`src/core_pkg.sv`:
```
// Shared constants for the core execution slice: opcodes, fields, SFR map, flags.
// Assumes a single clock domain and a 16-bit program word.
package core_pkg;
    localparam int PC_W = 21;
    localparam int ADDR_W = 12;
    localparam int INSTR_W = 16;

    typedef enum logic [1:0] {
        first_phase,
        second_phase,
        third_phase,
        fourth_phase
    } phase_e;

    typedef enum logic [3:0] {
        op_nop,
        add_literal_to_acc,
        add_acc_to_file,
        clear_file_op,
        op_bit_set,
        op_bit_clr,
        op_bit_tgl,
        op_call,
        op_return,
        interrupt_return
    } op_e;

    // Opcode fields
    localparam logic [7:0] OPC_ADD_LIT = 8'h0f;
    localparam logic [5:0] OPC_ADD_FILE = 6'h09;
    localparam logic [6:0] OPC_CLEAR = 7'h35;
    localparam logic [3:0] OPC_BIT_SET = 4'h8;
    localparam logic [3:0] OPC_BIT_CLR = 4'h9;
    localparam logic [3:0] OPC_BIT_TGL = 4'h7;
    localparam logic [6:0] OPC_CALL = 7'h76;
    localparam logic [14:0] OPC_RETURN = 15'h0009;
    localparam logic [14:0] OPC_INT_RETURN = 15'h0008;
    localparam logic [15:0] NOP_WORD = 16'h0000;

    // Field positions
    localparam int D_BIT = 9;
    localparam int A_BIT = 8;
    localparam int CALL_S_BIT = 8;
    localparam int RET_S_BIT = 0;

    // Status flag positions
    localparam int C_POS = 0;
    localparam int DC_POS = 1;
    localparam int Z_POS = 2;
    localparam int OV_POS = 3;
    localparam int N_POS = 4;
    localparam logic [4:0] FLAGS_ALL = 5'h1f;
    localparam logic [4:0] FLAGS_Z = 5'h04;
    localparam logic [7:0] STATUS_CLEARED = 8'h04;

    // Internal special function register map
    localparam logic [11:0] ADDR_STATUS = 12'hfe0;
    localparam logic [11:0] ADDR_WORKING_ACCUMULATOR = 12'hfe1;
    localparam logic [11:0] ADDR_BSR = 12'hfe2;
    localparam logic [11:0] ADDR_PCL = 12'hfe3;
    localparam logic [11:0] ADDR_LATH = 12'hfe4;
    localparam logic [11:0] ADDR_LATU = 12'hfe5;
    localparam logic [11:0] ADDR_EVT = 12'hfe6;
    localparam logic [11:0] ADDR_CTRL = 12'hfe7;
    localparam int CTRL_ALT_BIT = 0;

    localparam logic [20:0] IRQ_VECTOR = 21'h000010;
endpackage

```
`src/core_sfr_fast_stack_add.sv`:
```
// Execution slice of an 8-bit core: phase sequencer, SFR side effects,
// fast shadow stack and the two add instructions.
// Assumes program memory answers combinationally at O_PC and the data file
// returns read data the cycle after O_FILE_RD.
module core_sfr_fast_stack_add (
    // Clock and reset
    input wire logic I_CLK,
    input wire logic I_RSTN,
    // Alternate phase clock pin
    input wire logic I_ALT_TICK,
    // Program memory
    input wire logic [core_pkg::INSTR_W-1:0] I_INSTR,
    output logic [core_pkg::PC_W-1:0] O_PC,
    // Data register file
    output logic [core_pkg::ADDR_W-1:0] O_FILE_ADDR,
    output logic O_FILE_RD,
    output logic O_FILE_WR,
    output logic [7:0] O_FILE_WDATA,
    input wire logic [7:0] I_FILE_RDATA,
    // Interrupt entry and hardware events
    input wire logic I_IRQ,
    output logic O_IRQ_ACK,
    input wire logic [7:0] I_HW_EVT,
    // Observation
    output logic [1:0] O_PHASE,
    output logic [7:0] O_WORKING_ACCUMULATOR,
    output logic [7:0] O_STATUS
);
    import core_pkg::*;

    typedef struct packed {
        logic sync1;
        logic sync2;
        logic sync3;
        logic filt;
        logic filt_d;
        phase_e phase;
        logic [15:0] ir;
        logic flush;
        logic nop_cyc;
        logic rd_pend;
        logic irq_pend;
        logic irq_ack;
        logic [7:0] operand;
        logic [7:0] result;
        logic [4:0] flags;
        logic [4:0] mask;
        logic [7:0] working_accumulator;
        logic [7:0] bank_select_reg;
        logic [7:0] status;
        logic [7:0] pc_high_byte;
        logic [7:0] pc_low_byte;
        logic [7:0] lath;
        logic [7:0] evt;
        logic [7:0] evt_pend;
        logic [7:0] ctrl;
        logic [4:0] pc_upper_byte;
        logic [4:0] latu;
        logic [7:0] sh_working_accumulator;
        logic [7:0] sh_bsr;
        logic [7:0] sh_status;
        logic [20:0] ret_pc;
    } state_s;

    state_s st;
    state_s next_st;

    op_e op;
    logic tick;
    logic dbit;
    logic fast;
    logic [7:0] fld;
    logic [11:0] file_addr;
    logic reads_file;
    logic writes_file;
    logic is_int;
    logic [7:0] sfr_rdata;
    logic [7:0] opnd;
    logic [8:0] sum;
    logic [4:0] half;
    logic [7:0] bit_mask;
    logic [20:0] pc;
    logic [20:0] pc_inc;
    logic [7:0] stat_base;
    logic pc_written;

    // Phase source: every clock, or a filtered edge of the alternate pin
    assign tick = st.ctrl[CTRL_ALT_BIT] ? (st.filt & ~st.filt_d) : 1'h1;

    assign pc = {st.pc_upper_byte, st.pc_high_byte, st.pc_low_byte};
    assign pc_inc = pc + 21'h000001;
    assign dbit = st.ir[D_BIT];
    assign fld = st.ir[7:0];
    assign fast = (op == op_call) ? st.ir[CALL_S_BIT] : st.ir[RET_S_BIT];
    // Access bank: low half in bank 0, high half in the SFR bank
    assign file_addr = st.ir[A_BIT] ? {st.bank_select_reg[3:0], fld} : {{4{fld[7]}}, fld};
    assign is_int = (file_addr[11:3] == ADDR_STATUS[11:3]);
    assign bit_mask = 8'h01 << st.ir[11:9];

    always_comb begin
        op = op_nop;
        if (st.ir[15:8] == OPC_ADD_LIT) begin
            op = add_literal_to_acc;
        end else if (st.ir[15:10] == OPC_ADD_FILE) begin
            op = add_acc_to_file;
        end else if (st.ir[15:9] == OPC_CLEAR) begin
            op = clear_file_op;
        end else if (st.ir[15:12] == OPC_BIT_SET) begin
            op = op_bit_set;
        end else if (st.ir[15:12] == OPC_BIT_CLR) begin
            op = op_bit_clr;
        end else if (st.ir[15:12] == OPC_BIT_TGL) begin
            op = op_bit_tgl;
        end else if (st.ir[15:9] == OPC_CALL) begin
            op = op_call;
        end else if (st.ir[15:1] == OPC_RETURN) begin
            op = op_return;
        end else if (st.ir[15:1] == OPC_INT_RETURN) begin
            op = interrupt_return;
        end
    end

    assign reads_file = (op == add_acc_to_file) || (op == op_bit_set) ||
                        (op == op_bit_clr) || (op == op_bit_tgl);
    assign writes_file = ((op == add_acc_to_file) && dbit) || (op == clear_file_op) ||
                         (op == op_bit_set) || (op == op_bit_clr) || (op == op_bit_tgl);

    // Shadow registers and PC high/upper bytes have no address here
    always_comb begin
        case (file_addr)
            ADDR_STATUS: sfr_rdata = st.status;
            ADDR_WORKING_ACCUMULATOR: sfr_rdata = st.working_accumulator;
            ADDR_BSR: sfr_rdata = st.bank_select_reg;
            ADDR_PCL: sfr_rdata = st.pc_low_byte;
            ADDR_LATH: sfr_rdata = st.lath;
            ADDR_LATU: sfr_rdata = {3'h0, st.latu};
            ADDR_EVT: sfr_rdata = st.evt;
            ADDR_CTRL: sfr_rdata = st.ctrl;
            default: sfr_rdata = 8'h00;
        endcase
    end

    // External data arrives the cycle after the strobe
    assign opnd = st.rd_pend ? I_FILE_RDATA : st.operand;
    assign sum = {1'h0, st.working_accumulator} + {1'h0, opnd};
    assign half = {1'h0, st.working_accumulator[3:0]} + {1'h0, opnd[3:0]};

    always_comb begin
        next_st = st;
        stat_base = st.status;
        pc_written = 1'h0;
        next_st.irq_ack = 1'h0;
        next_st.sync1 = I_ALT_TICK;
        next_st.sync2 = st.sync1;
        next_st.sync3 = st.sync2;
        if (st.sync2 == st.sync3) begin
            next_st.filt = st.sync2;
        end
        next_st.filt_d = st.filt;
        next_st.evt_pend = st.evt_pend | I_HW_EVT;
        if (st.rd_pend) begin
            next_st.operand = I_FILE_RDATA;
            next_st.rd_pend = 1'h0;
        end
        if (tick) begin
            case (st.phase)
                first_phase: begin
                    next_st.phase = second_phase;
                    next_st.evt = st.evt | st.evt_pend | I_HW_EVT;
                    next_st.evt_pend = 8'h00;
                    next_st.ir = st.flush ? NOP_WORD : I_INSTR;
                    next_st.nop_cyc = st.flush;
                    next_st.flush = 1'h0;
                end
                second_phase: begin
                    next_st.phase = third_phase;
                    if (reads_file && is_int) begin
                        next_st.operand = sfr_rdata;
                        if (file_addr == ADDR_PCL) begin
                            next_st.lath = st.pc_high_byte;
                            next_st.latu = st.pc_upper_byte;
                        end
                    end else if (reads_file) begin
                        next_st.rd_pend = 1'h1;
                    end else begin
                        next_st.operand = fld;
                    end
                end
                third_phase: begin
                    next_st.phase = fourth_phase;
                    next_st.mask = 5'h00;
                    next_st.flags = 5'h00;
                    next_st.result = opnd;
                    case (op)
                        add_literal_to_acc, add_acc_to_file: begin
                            next_st.result = sum[7:0];
                            next_st.mask = FLAGS_ALL;
                            next_st.flags[C_POS] = sum[8];
                            next_st.flags[DC_POS] = half[4];
                            next_st.flags[Z_POS] = (sum[7:0] == 8'h00);
                            next_st.flags[OV_POS] = (st.working_accumulator[7] == opnd[7]) &&
                                                    (sum[7] != st.working_accumulator[7]);
                            next_st.flags[N_POS] = sum[7];
                        end
                        clear_file_op: begin
                            next_st.result = 8'h00;
                            next_st.mask = FLAGS_Z;
                            next_st.flags = FLAGS_Z;
                        end
                        op_bit_set: next_st.result = opnd | bit_mask;
                        op_bit_clr: next_st.result = opnd & ~bit_mask;
                        op_bit_tgl: next_st.result = opnd ^ bit_mask;
                        default: ;
                    endcase
                end
                fourth_phase: begin
                    next_st.phase = first_phase;
                    if ((op == add_literal_to_acc) || ((op == add_acc_to_file) && !dbit)) begin
                        next_st.working_accumulator = st.result;
                    end
                    if (writes_file && is_int) begin
                        case (file_addr)
                            ADDR_STATUS: stat_base = st.result;
                            ADDR_WORKING_ACCUMULATOR: next_st.working_accumulator = st.result;
                            ADDR_BSR: next_st.bank_select_reg = st.result;
                            ADDR_PCL: begin
                                next_st.pc_low_byte = st.result;
                                next_st.pc_high_byte = st.lath;
                                next_st.pc_upper_byte = st.latu;
                                pc_written = 1'h1;
                            end
                            ADDR_LATH: next_st.lath = st.result;
                            ADDR_LATU: next_st.latu = st.result[4:0];
                            ADDR_EVT: next_st.evt = st.result;
                            ADDR_CTRL: next_st.ctrl = st.result;
                            default: ;
                        endcase
                    end
                    next_st.status = (stat_base & ~{3'h0, st.mask}) |
                                     {3'h0, st.flags & st.mask};
                    if (pc_written) begin
                        next_st.flush = 1'h1;
                    end else if (op == op_call) begin
                        next_st.ret_pc = pc_inc;
                        {next_st.pc_upper_byte, next_st.pc_high_byte, next_st.pc_low_byte} = {st.latu, st.lath, fld};
                        next_st.flush = 1'h1;
                        if (fast) begin
                            next_st.sh_working_accumulator = st.working_accumulator;
                            next_st.sh_bsr = st.bank_select_reg;
                            next_st.sh_status = st.status;
                        end
                    end else if ((op == op_return) || (op == interrupt_return)) begin
                        {next_st.pc_upper_byte, next_st.pc_high_byte, next_st.pc_low_byte} = st.ret_pc;
                        next_st.flush = 1'h1;
                        if (fast) begin
                            next_st.working_accumulator = st.sh_working_accumulator;
                            next_st.bank_select_reg = st.sh_bsr;
                            next_st.status = st.sh_status;
                        end
                    end else if (st.irq_pend) begin
                        next_st.ret_pc = st.nop_cyc ? pc : pc_inc;
                        {next_st.pc_upper_byte, next_st.pc_high_byte, next_st.pc_low_byte} = IRQ_VECTOR;
                        next_st.flush = 1'h1;
                        next_st.irq_pend = 1'h0;
                        next_st.irq_ack = 1'h1;
                        next_st.sh_working_accumulator = next_st.working_accumulator;
                        next_st.sh_bsr = next_st.bank_select_reg;
                        next_st.sh_status = next_st.status;
                    end else if (!st.nop_cyc) begin
                        {next_st.pc_upper_byte, next_st.pc_high_byte, next_st.pc_low_byte} = pc_inc;
                    end
                end
                default: next_st.phase = first_phase;
            endcase
        end
        // A request in the cycle it is taken stays pending
        if (I_IRQ) begin
            next_st.irq_pend = 1'h1;
        end
    end

    always_ff @(posedge I_CLK or negedge I_RSTN) begin
        if (!I_RSTN) begin
            st <= '0;
        end else begin
            st <= next_st;
        end
    end

    assign O_PC = pc;
    assign O_FILE_ADDR = file_addr;
    assign O_FILE_RD = tick && (st.phase == second_phase) && reads_file && !is_int;
    assign O_FILE_WR = tick && (st.phase == fourth_phase) && writes_file && !is_int;
    assign O_FILE_WDATA = st.result;
    assign O_IRQ_ACK = st.irq_ack;
    assign O_PHASE = st.phase;
    assign O_WORKING_ACCUMULATOR = st.working_accumulator;
    assign O_STATUS = st.status;
endmodule

```
`config.mk`:
```
export PLATFORM = sky130hd
export DESIGN_NAME = core_sfr_fast_stack_add
export DESIGN_NICKNAME = d
export VERILOG_FILES = /design/src/core_pkg.sv /design/src/core_sfr_fast_stack_add.sv
export SDC_FILE = /design/constraint.sdc
export NUM_CORES = 1
export LEC_CHECK = 0
export BUFFER_PORTS_ARGS = -buffer_cell sky130_fd_sc_hd__buf_2
export CAP_MARGIN = 40
export CORE_ASPECT_RATIO = 1.5
export CORE_MARGIN = 3
export CORE_UTILIZATION = 26
export DETAILED_ROUTE_END_ITERATION = 12
export PLACE_DENSITY = 0.47
export SLEW_MARGIN = 20
export SYNTH_ARGS = -nofsm -noshare
export SYNTH_HDL_FRONTEND = slang
export SYNTH_SLANG_ARGS = --single-unit
```
`constraint.sdc`:
```
create_clock -name I_CLK -period 3 [get_ports I_CLK]
set_input_delay 0.6 -clock I_CLK [delete_from_list [all_inputs] [get_ports I_CLK]]
set_output_delay 0.6 -clock I_CLK [all_outputs]
set_load 0.01 [all_outputs]
```
==> reports/metrics.csv, run 1 <==
metric,value,unit
"EDFF count, synth",0,
ANT cells,0,
Post-Syn Area,11300,um2
RSZ-0062 raised after global routing,false,
Core Box Area,43100,um2
total number of vias,9611,
DRC Markers,0,
Fill cells,4613,
mux cell area share after synthesis,8.02,%
Die Area,46200,um2
root buf cell,clkbuf_16,
simple-gate share of the synthesized area,17.9,%
net switching power figure,5.37,mW
Worst Setup Start Kind,flop,
share of cells above drive strength 1,22.0,%
Worst Hold Class,primary input to asynchronous set/reset pin,
Setup TNS,0,ps
Layout Cells excl Fill,1879,
Slew @ Worst Pin,752,ps
Tmin final,2810,ps
Logic pwr share,48.2,%
DIE HEIGHT,262,um
Synth warnings,0,
WP data arrival,2210,ps
area of the multi-input gates,5970,um2
register area,4460,um2
status,finished clean,
Cells after Synth,1247,
PwrDens,912,nW/um2
HPWL Detailed,31000,um
final setup fails,0,
Worst R2R Start,st[155],
CTS Hold Bufs,0,
Total GRT Usage,17.6,%
I/O Buffers,97,
CTS H-tree lvls,4,
Area Overhead vs Synth,13.9,%
hold slack,193,ps
DP Cell Count,1848,
antenna-violating nets left,0,
Pwr Total,11.8,mW
clock-pin slew on the worst setup and hold paths,70,ps
clock buffer count from CTS,17,
initial antenna violation count,0,
critical path type,flop to output port,
wire per inst,21.7,um
endpoints failing hold,0,
main combinational cell family by area after synthesis,compound AO/OA/AOI/OAI gates,
library cell with the largest summed area after synthesis,dfrtp_1,
Final Cycle Share,93.5,%
synthesis-stage register bit count,178,
ys flop type,dfrtp_1,
most numerous cell in the Yosys netlist,dfrtp_1,
largest net degree at the start of global routing,74,
final worst clock skew,9.31,ps
Clock Sinks,178,
ranking of synthesized cells by area,"dfrtp_1 (39%), nand2_1 (5.3%), o21ai_0 (4.7%), buf_4 (3.7%), ha_1 (3.2%)",
Critical Path RT,2400,ps
ys async rst share,100,%
vias in the first global route,9633,
Die X,177,um
IO Count,98,
Synth Area in Compound Gates,20.4,%
Unique masters post-synth,89,
Via-to-Cell Ratio,5.11,
CTS Buffer Depth,2,
Slew Limit Headroom,49.6,%
Cell Int Power,6.41,mW
Routed WL,40800,um
clk_lat worst skew,450,ps
global route overflow,0,
Setup crit end kind,output port,
Initial Util,26.3,%
share of power burned in registers,32.9,%
GP Congestion,0.877,
sw frac,45.6,%
initial DRC count,791,
first-pass GRT wire length,61600,um
Synth Area in XOR/XNOR,2.70,%
CP Max Fanout,6,
row cnt,93,
Post-Synth Adder-Cell Area,3.46,%
Slew Limit Fails,0,
TritonCTS clock tree,yes,
Syn Area/Cell,9.09,um2
Clock power frac,18.9,%
LEAKAGE,5.58,nW
synth cell count leaders,"dfrtp_1 (178), nand2_1 (160), o21ai_0 (106)",
Max Cap Viol,0,
syn_nets,1313,
post-synthesis sequential area ratio,39.3,%
Crit. Startpoint,st[173],
peak supply drop,0.335,mV
top-area cell type share of the netlist area,39.3,%
1st-pass router iterations,5,
FMAX,0.356,GHz
final net count,1363,
cell type report:
type	count	area share [%]
repair buffers	171	8.61
clock inverters	11	0.882
flip-flops and latches	178	34.5
inverters	28	0.814
clock buffers	20	3.46
multi-input cells	901	46.2
well taps	570	5.52
metal layers:
| layer | GRT usage, % | vias up | part of all wire, % |
|---|---|---|---|
| li1 | - | 4525 | - |
| met1 | 21.2 | 4714 | 41 |
| met2 | 31.2 | 299 | 51 |
| met3 | 2.79 | 73 | 4.0 |
| met4 | 7.62 | 0 | 3.9 |
| met5 | 0 | - | 0 |
placed cells by master (no fill, tap or decap), types with 23 or more instances in the layout:
cell and n:
buf_4 69, nand2b_1 27, o22ai_1 23, nor2_1 82, o21ai_0 105, mux2i_1 35, ha_1 29, dfrtp_1 177
inv_1 28, a22oi_1 24, nand3_1 45, mux2_2 31, nand2_1 160, xnor2_1 24, a21oi_1 68, buf_2 96
worst paths after layout:
kind                       slack [ps]         endpoint  cells after the start
setup / recovery                  190        O_FILE_WR                      6
hold / removal                    190         O_PC[12]                      1
setup reg to reg                  250  O_FILE_WDATA[6]                     10
hold reg to reg                   350     next_st[178]                      0
max in group asynchronous        2130      O_STATUS[5]                      2
min in group I_CLK                260     next_st[179]                      1
timing repair:
item,CTS,global route
buffers inserted,0,0
endpoints found under the setup margin,0,3
resized for setup,0,4
metrics by stage:
stage	setup slack (ps)	util, %	instance area [um2]
floorplan	139	-	11300
global placement	-16.4	28.7	12300
detailed placement	-18.3	28.7	12300
CTS	1.29	30.0	12900
global route	36.7	30.0	12900
finish	194	30.0	12900
power by group through the flow:
stage                     Combinational, mW  Clock [mW]  Sequential [mW]
after detailed placement               5.65           0             3.92
after global placement                 5.60           0             3.90
after floorplan                        4.12           0             3.42
after CTS                              5.67        2.28             3.88
final                                  5.68        2.23             3.88
after global routing                   6.22        2.37             3.97
worst max-delay path, cell delays in order, from the launching register on:
cell	delay [ps]
dfrtp_1	460
and4b_1	240
or2_0	220
buf_4	160
nor2_1	390
nor3_2	120
buf_2	170
registers in the layout (all words and copies together) (netlist names):
register and cells:
O_PHASE 2, O_STATUS 8, O_FILE_WDATA 8, dbit 1, O_PC 21, O_IRQ_ACK 1, fld 8, O_WORKING_ACCUMULATOR 8
st 118, next_st 3
cell families (layout without fill, tap and decap cells):
family          Yosys count  count (layout)
mux                      78              78
simple gates            405             405
compound gates          352             352
flops                   178             178
buf+inv                 168             230
fa+ha+maj                31              31
xor+xnor                 35              35
(Power assumes the default switching activity.)
==> run 2: changes to the inputs <==
--- a/config.mk
+++ b/config.mk
@@ -9,9 +9,9 @@
 export CAP_MARGIN = 40
 export CORE_ASPECT_RATIO = 1.5
 export CORE_MARGIN = 3
-export CORE_UTILIZATION = 26
+export CORE_UTILIZATION = 50
 export DETAILED_ROUTE_END_ITERATION = 12
-export PLACE_DENSITY = 0.47
+export PLACE_DENSITY = 0.73
 export SLEW_MARGIN = 20
 export SYNTH_ARGS = -nofsm -noshare
 export SYNTH_HDL_FRONTEND = slang
==> constraint.sdc (replaced) <==
create_clock -name I_CLK -period 3.3 [get_ports I_CLK]
set_input_delay 0.66 -clock I_CLK [delete_from_list [all_inputs] [get_ports I_CLK]]
set_output_delay 0.66 -clock I_CLK [all_outputs]
set_load 0.01 [all_outputs]
==> reports/metrics.csv, run 2 (same netlist as run 1, synthesis figures left out) <==
metric,value,unit
worst setup margin,151,ps
Routed WL,36000,um
Setup TNS,0,ps
critical path type,flop to output port,
status,finished clean,
net switching power figure,4.76,mW
"most common cell after layout, fill and taps aside",dfrtp_1,
1st-pass router iterations,6,
Area Overhead vs Synth,9.41,%
Slew @ Worst Pin,846,ps
Initial Util,51.6,%
Slew Limit Headroom,43.4,%
post-place setup slack,208,ps
wire per inst,23.1,um
root buf cell,clkbuf_16,
ANT cells,0,
Total GRT Usage,29.7,%
DP Cell Count,1523,
largest net degree at the start of global routing,67,
Critical Path RT,2640,ps
Clock power frac,22.3,%
global route overflow,0,
PwrDens,867,nW/um2
Worst path slowest cell,and4b_2,
Worst Setup Start Kind,flop,
Worst Hold Class,primary input to asynchronous set/reset pin,
dpl cell area,11700,um2
share of cells above drive strength 1,20.3,%
max FFs per register,118,
post-CTS setup buffer count,0,
sw frac,44.2,%
initial antenna violation count,0,
total number of vias,10000,
peak supply drop,0.772,mV
CTS Buffer Depth,2,
Logic pwr share,44.3,%
Via-to-Cell Ratio,6.45,
RSZ-0062 raised after global routing,false,
final setup fails,0,
WP data arrival,2490,ps
IO Count,98,
row cnt,66,
CP peak stage delay,470,ps
Pwr Total,10.8,mW
Die X,129,um
FMAX,0.318,GHz
DRC Markers,0,
LEAKAGE,5.47,nW
antenna-violating nets left,0,
clock buffer count from CTS,17,
Clock Sinks,178,
Slew Limit Fails,0,
vias in the first global route,9849,
Max Cap Viol,0,
GP Congestion,0.985,
initial DRC count,1115,
share of power burned in registers,33.4,%
I/O Buffers,97,
Cell Int Power,6.00,mW
Setup crit end kind,output port,
first-pass GRT wire length,56100,um
final worst clock skew,12.4,ps
post-layout util,56.5,%
largest reg by FF count,st,
Tmin final,3150,ps
clock-pin slew on the worst setup and hold paths,70,ps
Die Area,24600,um2
TritonCTS clock tree,yes,
clk_lat worst skew,450,ps
Final Cycle Share,95.4,%
critical-path cell list,and4b_2 > or2_0 > nor2_1 > nor3_1 > buf_2,
final instance area,12400,um2
CP Max Fanout,11,
CTS H-tree lvls,4,
Core Box Area,22000,um2
hold slack,192,ps
endpoints failing hold,0,
most frequent cells in the layout,"dfrtp_1 (178), nand2_1 (160), o21ai_0 (105), buf_2 (96), nor2_1 (82)",
final net count,1336,
DIE HEIGHT,190,um
HPWL Detailed,26200,um
Layout Cells excl Fill,1555,
-- run 2: changes by cell type in the layout (fill, tap and decap cells not counted), moves of 2 or more --
| cell | before | now |
|---|---|---|
| inv_6 | 0 | 2 |
| clkinv_2 | 6 | 0 |
| buf_12 | 5 | 1 |
| bufinv_16 | 2 | 6 |
| buf_4 | 69 | 45 |
| buf_6 | 0 | 2 |
-- run 2: worst max-delay path, delay by kind of cell, from the launching register on --
family	cells	cell delay, ps
and+or+nand+nor	4	1400
buffers and inverters	1	210
DFF	1	430
-- run 2: power by group through the flow --
stage                     registers [mW]  logic [mW]  clock network, mW
final                               3.59        4.77               2.40
after global routing                3.65        5.20               2.51
after CTS                           3.56        4.70               2.42
after detailed placement            3.59        4.68                  0
after global placement              3.58        4.59                  0
after floorplan                     3.11        3.75                  0
-- run 2: repair_timing --
item | 4_1_cts | 5_1_grt
endpoints found under the setup margin | 0 | 1
hold buffers | 0 | 0
gates resized for setup | 0 | 1
-- run 2: area by class of cell --
cell class                 instances  area [um2]
timing repair buffer             144         861
clock inverter                    13         249
sequential                       178        4450
multi-input combinational        901        5950
clock buffer                      19         443
fill                            1991        9560
inverter                          28         105
tap                              272         340
-- run 2: per-layer routing --
| metal | share of wire (%) | GRT usage (%) |
|---|---|---|
| met4 | 7.5 | 20.1 |
| met3 | 6.8 | 4.71 |
| met2 | 48 | 47.4 |
| met5 | 0 | 0 |
| met1 | 37 | 36.7 |
-- run 2: final timing paths --
kind | depth (start not counted) | start | slack, ps | end
worst max register to register | 7 | fld[3] | 420 | O_PC[15]
worst max-delay path | 5 | st[173] | 150 | O_FILE_WR
min in group I_CLK | 1 | I_ALT_TICK | 320 | next_st[179]
max in group asynchronous | 2 | I_RSTN | 2230 | O_FILE_WDATA[3]
worst min register to register | 0 | next_st[179] | 360 | next_st[178]
worst min-delay path | 1 | I_RSTN | 190 | st[34]
==> run 3: changes to the inputs <==
--- a/config.mk
+++ b/config.mk
@@ -8,10 +8,10 @@
 export BUFFER_PORTS_ARGS = -buffer_cell sky130_fd_sc_hd__buf_2
 export CAP_MARGIN = 40
 export CORE_ASPECT_RATIO = 1.5
-export CORE_MARGIN = 3
 export CORE_UTILIZATION = 50
 export DETAILED_ROUTE_END_ITERATION = 12
 export PLACE_DENSITY = 0.73
+export REMOVE_ABC_BUFFERS = 1
 export SLEW_MARGIN = 20
 export SYNTH_ARGS = -nofsm -noshare
 export SYNTH_HDL_FRONTEND = slang
==> reports/metrics.csv, run 3 (same netlist as run 1, synthesis figures left out) <==
metric,value,unit
endpoints failing hold,0,
TritonCTS clock tree,yes,
initial antenna violation count,0,
critical path type,flop to output port,
"most common cell after layout, fill and taps aside",dfrtp_1,
DIE HEIGHT,186,um
final worst clock skew,10.4,ps
Slew @ Worst Pin,731,ps
peak supply drop,0.523,mV
Setup TNS,0,ps
Die X,125,um
Die Area,23300,um2
Slew Limit Fails,0,
clock-pin slew on the worst setup and hold paths,60,ps
r2r endpoint,O_PC[14],
antenna-violating nets left,0,
most frequent cells in the layout,"dfrtp_1 (178), nand2_1 (160), o21ai_0 (105), buf_2 (96), nor2_1 (82)",
clock buffer count from CTS,17,
CTS H-tree lvls,4,
ANT cells,0,
HPWL Detailed,25500,um
wire per inst,22.8,um
status,"complete, but fails checks",
Reg2Reg Setup Slack,450,ps
Area Overhead vs Synth,8.47,%
register area,4450,um2
I/O Buffers,97,
Fill cells,2016,
Tmin final,3000,ps
Layout Cells excl Fill,1554,
largest reg by FF count,st,
Clock Sinks,178,
final instance area,12300,um2
first-pass GRT wire length,56000,um
Pwr Total,10.5,mW
clk_lat worst skew,450,ps
CTS Buffer Depth,2,
CTS Hold Bufs,0,
Routed WL,35500,um
root buf cell,clkbuf_16,
Worst Hold Class,primary input to asynchronous set/reset pin,
Worst Setup Start Kind,flop,
GP Congestion,0.952,
Critical Path RT,2640,ps
final setup fails,0,
DP Cell Count,1522,
total number of vias,10000,
Final Cycle Share,90.9,%
reg2reg path depth,6,
area of the multi-input gates,5950,um2
Max Cap Viol,0,
Total GRT Usage,31.3,%
Via-to-Cell Ratio,6.44,
post-CTS sizing,0,
Core Box Area,22300,um2
Setup crit end kind,output port,
max FFs per register,118,
dpl cell area,11700,um2
global route overflow,0,
1st-pass router iterations,12,
IO Count,98,
Initial Util,50.9,%
failing checks,DRC,
largest net degree at the start of global routing,67,
post-CTS setup buffer count,0,
row cnt,67,
LEAKAGE,5.42,nW
CP Max Fanout,6,
PwrDens,855,nW/um2
Worst R2R Start,st[173],
share of cells above drive strength 1,19.7,%
FMAX,0.334,GHz
vias in the first global route,9647,
DRC Markers,8,
RSZ-0062 raised after global routing,false,
initial DRC count,1258,
final net count,1331,
WP data arrival,2340,ps
Slew Limit Headroom,51.3,%
[run 3: changes by cell type in the layout (fill, tap and decap cells not counted), moves of 2 or more]
cell,change
buf_4,-5
clkinv_2,+4
clkbuf_1,+3
bufinv_16,-2
[run 3: worst max-delay path by stage]
stage,startpoint,slack (ps),cells past startpoint,end
after detailed placement,I_FILE_RDATA[0],200,11,O_FILE_WDATA[6]
after CTS,st[173],280,5,O_FILE_WR
after global routing,st[173],140,5,O_FILE_WR
after global placement,I_FILE_RDATA[0],270,11,O_FILE_WDATA[6]
final,st[173],300,5,O_FILE_WR
after floorplan,O_PHASE[0],210,5,st[0]
[run 3: worst max-delay path, cell delays in order, from the launching register on]
cell and delay [ps]:
dfrtp_1 440, and4b_1 420, or2_0 370, nor2_1 200
nor3_1 270, buf_2 190
[run 3: cell type report]
class,count,area share [%]
Multi-Input combinational cell,901,48.4
Sequential cell,178,36.2
Timing Repair Buffer,139,6.76
Clock buffer,22,3.69
Tap cell,276,2.81
Clock inverter,10,1.27
Inverter,28,0.854
[run 3: per-layer routing]
| metal | vias up | GRT usage [%] | wire [um] |
|---|---|---|---|
| met1 | 4911 | 37.9 | 13700 |
| met4 | 0 | 19.0 | 2270 |
| met5 | - | 0 | 0 |
| met2 | 485 | 52.1 | 17200 |
| met3 | 139 | 5.22 | 2300 |
| li1 | 4465 | - | - |
[run 3: through the flow]
step	hold WS (ps)	setup slack (ps)	utilization, %
floorplan	331	209	-
global placement	335	269	52.4
detailed placement	351	201	52.4
CTS	193	279	55.2
global route	202	137	55.2
finish	169	302	55.2
[run 3: power by group]
part           switching, mW  internal, mW
clock network          0.884          1.29
logic                   2.94          1.80
registers              0.874          2.74
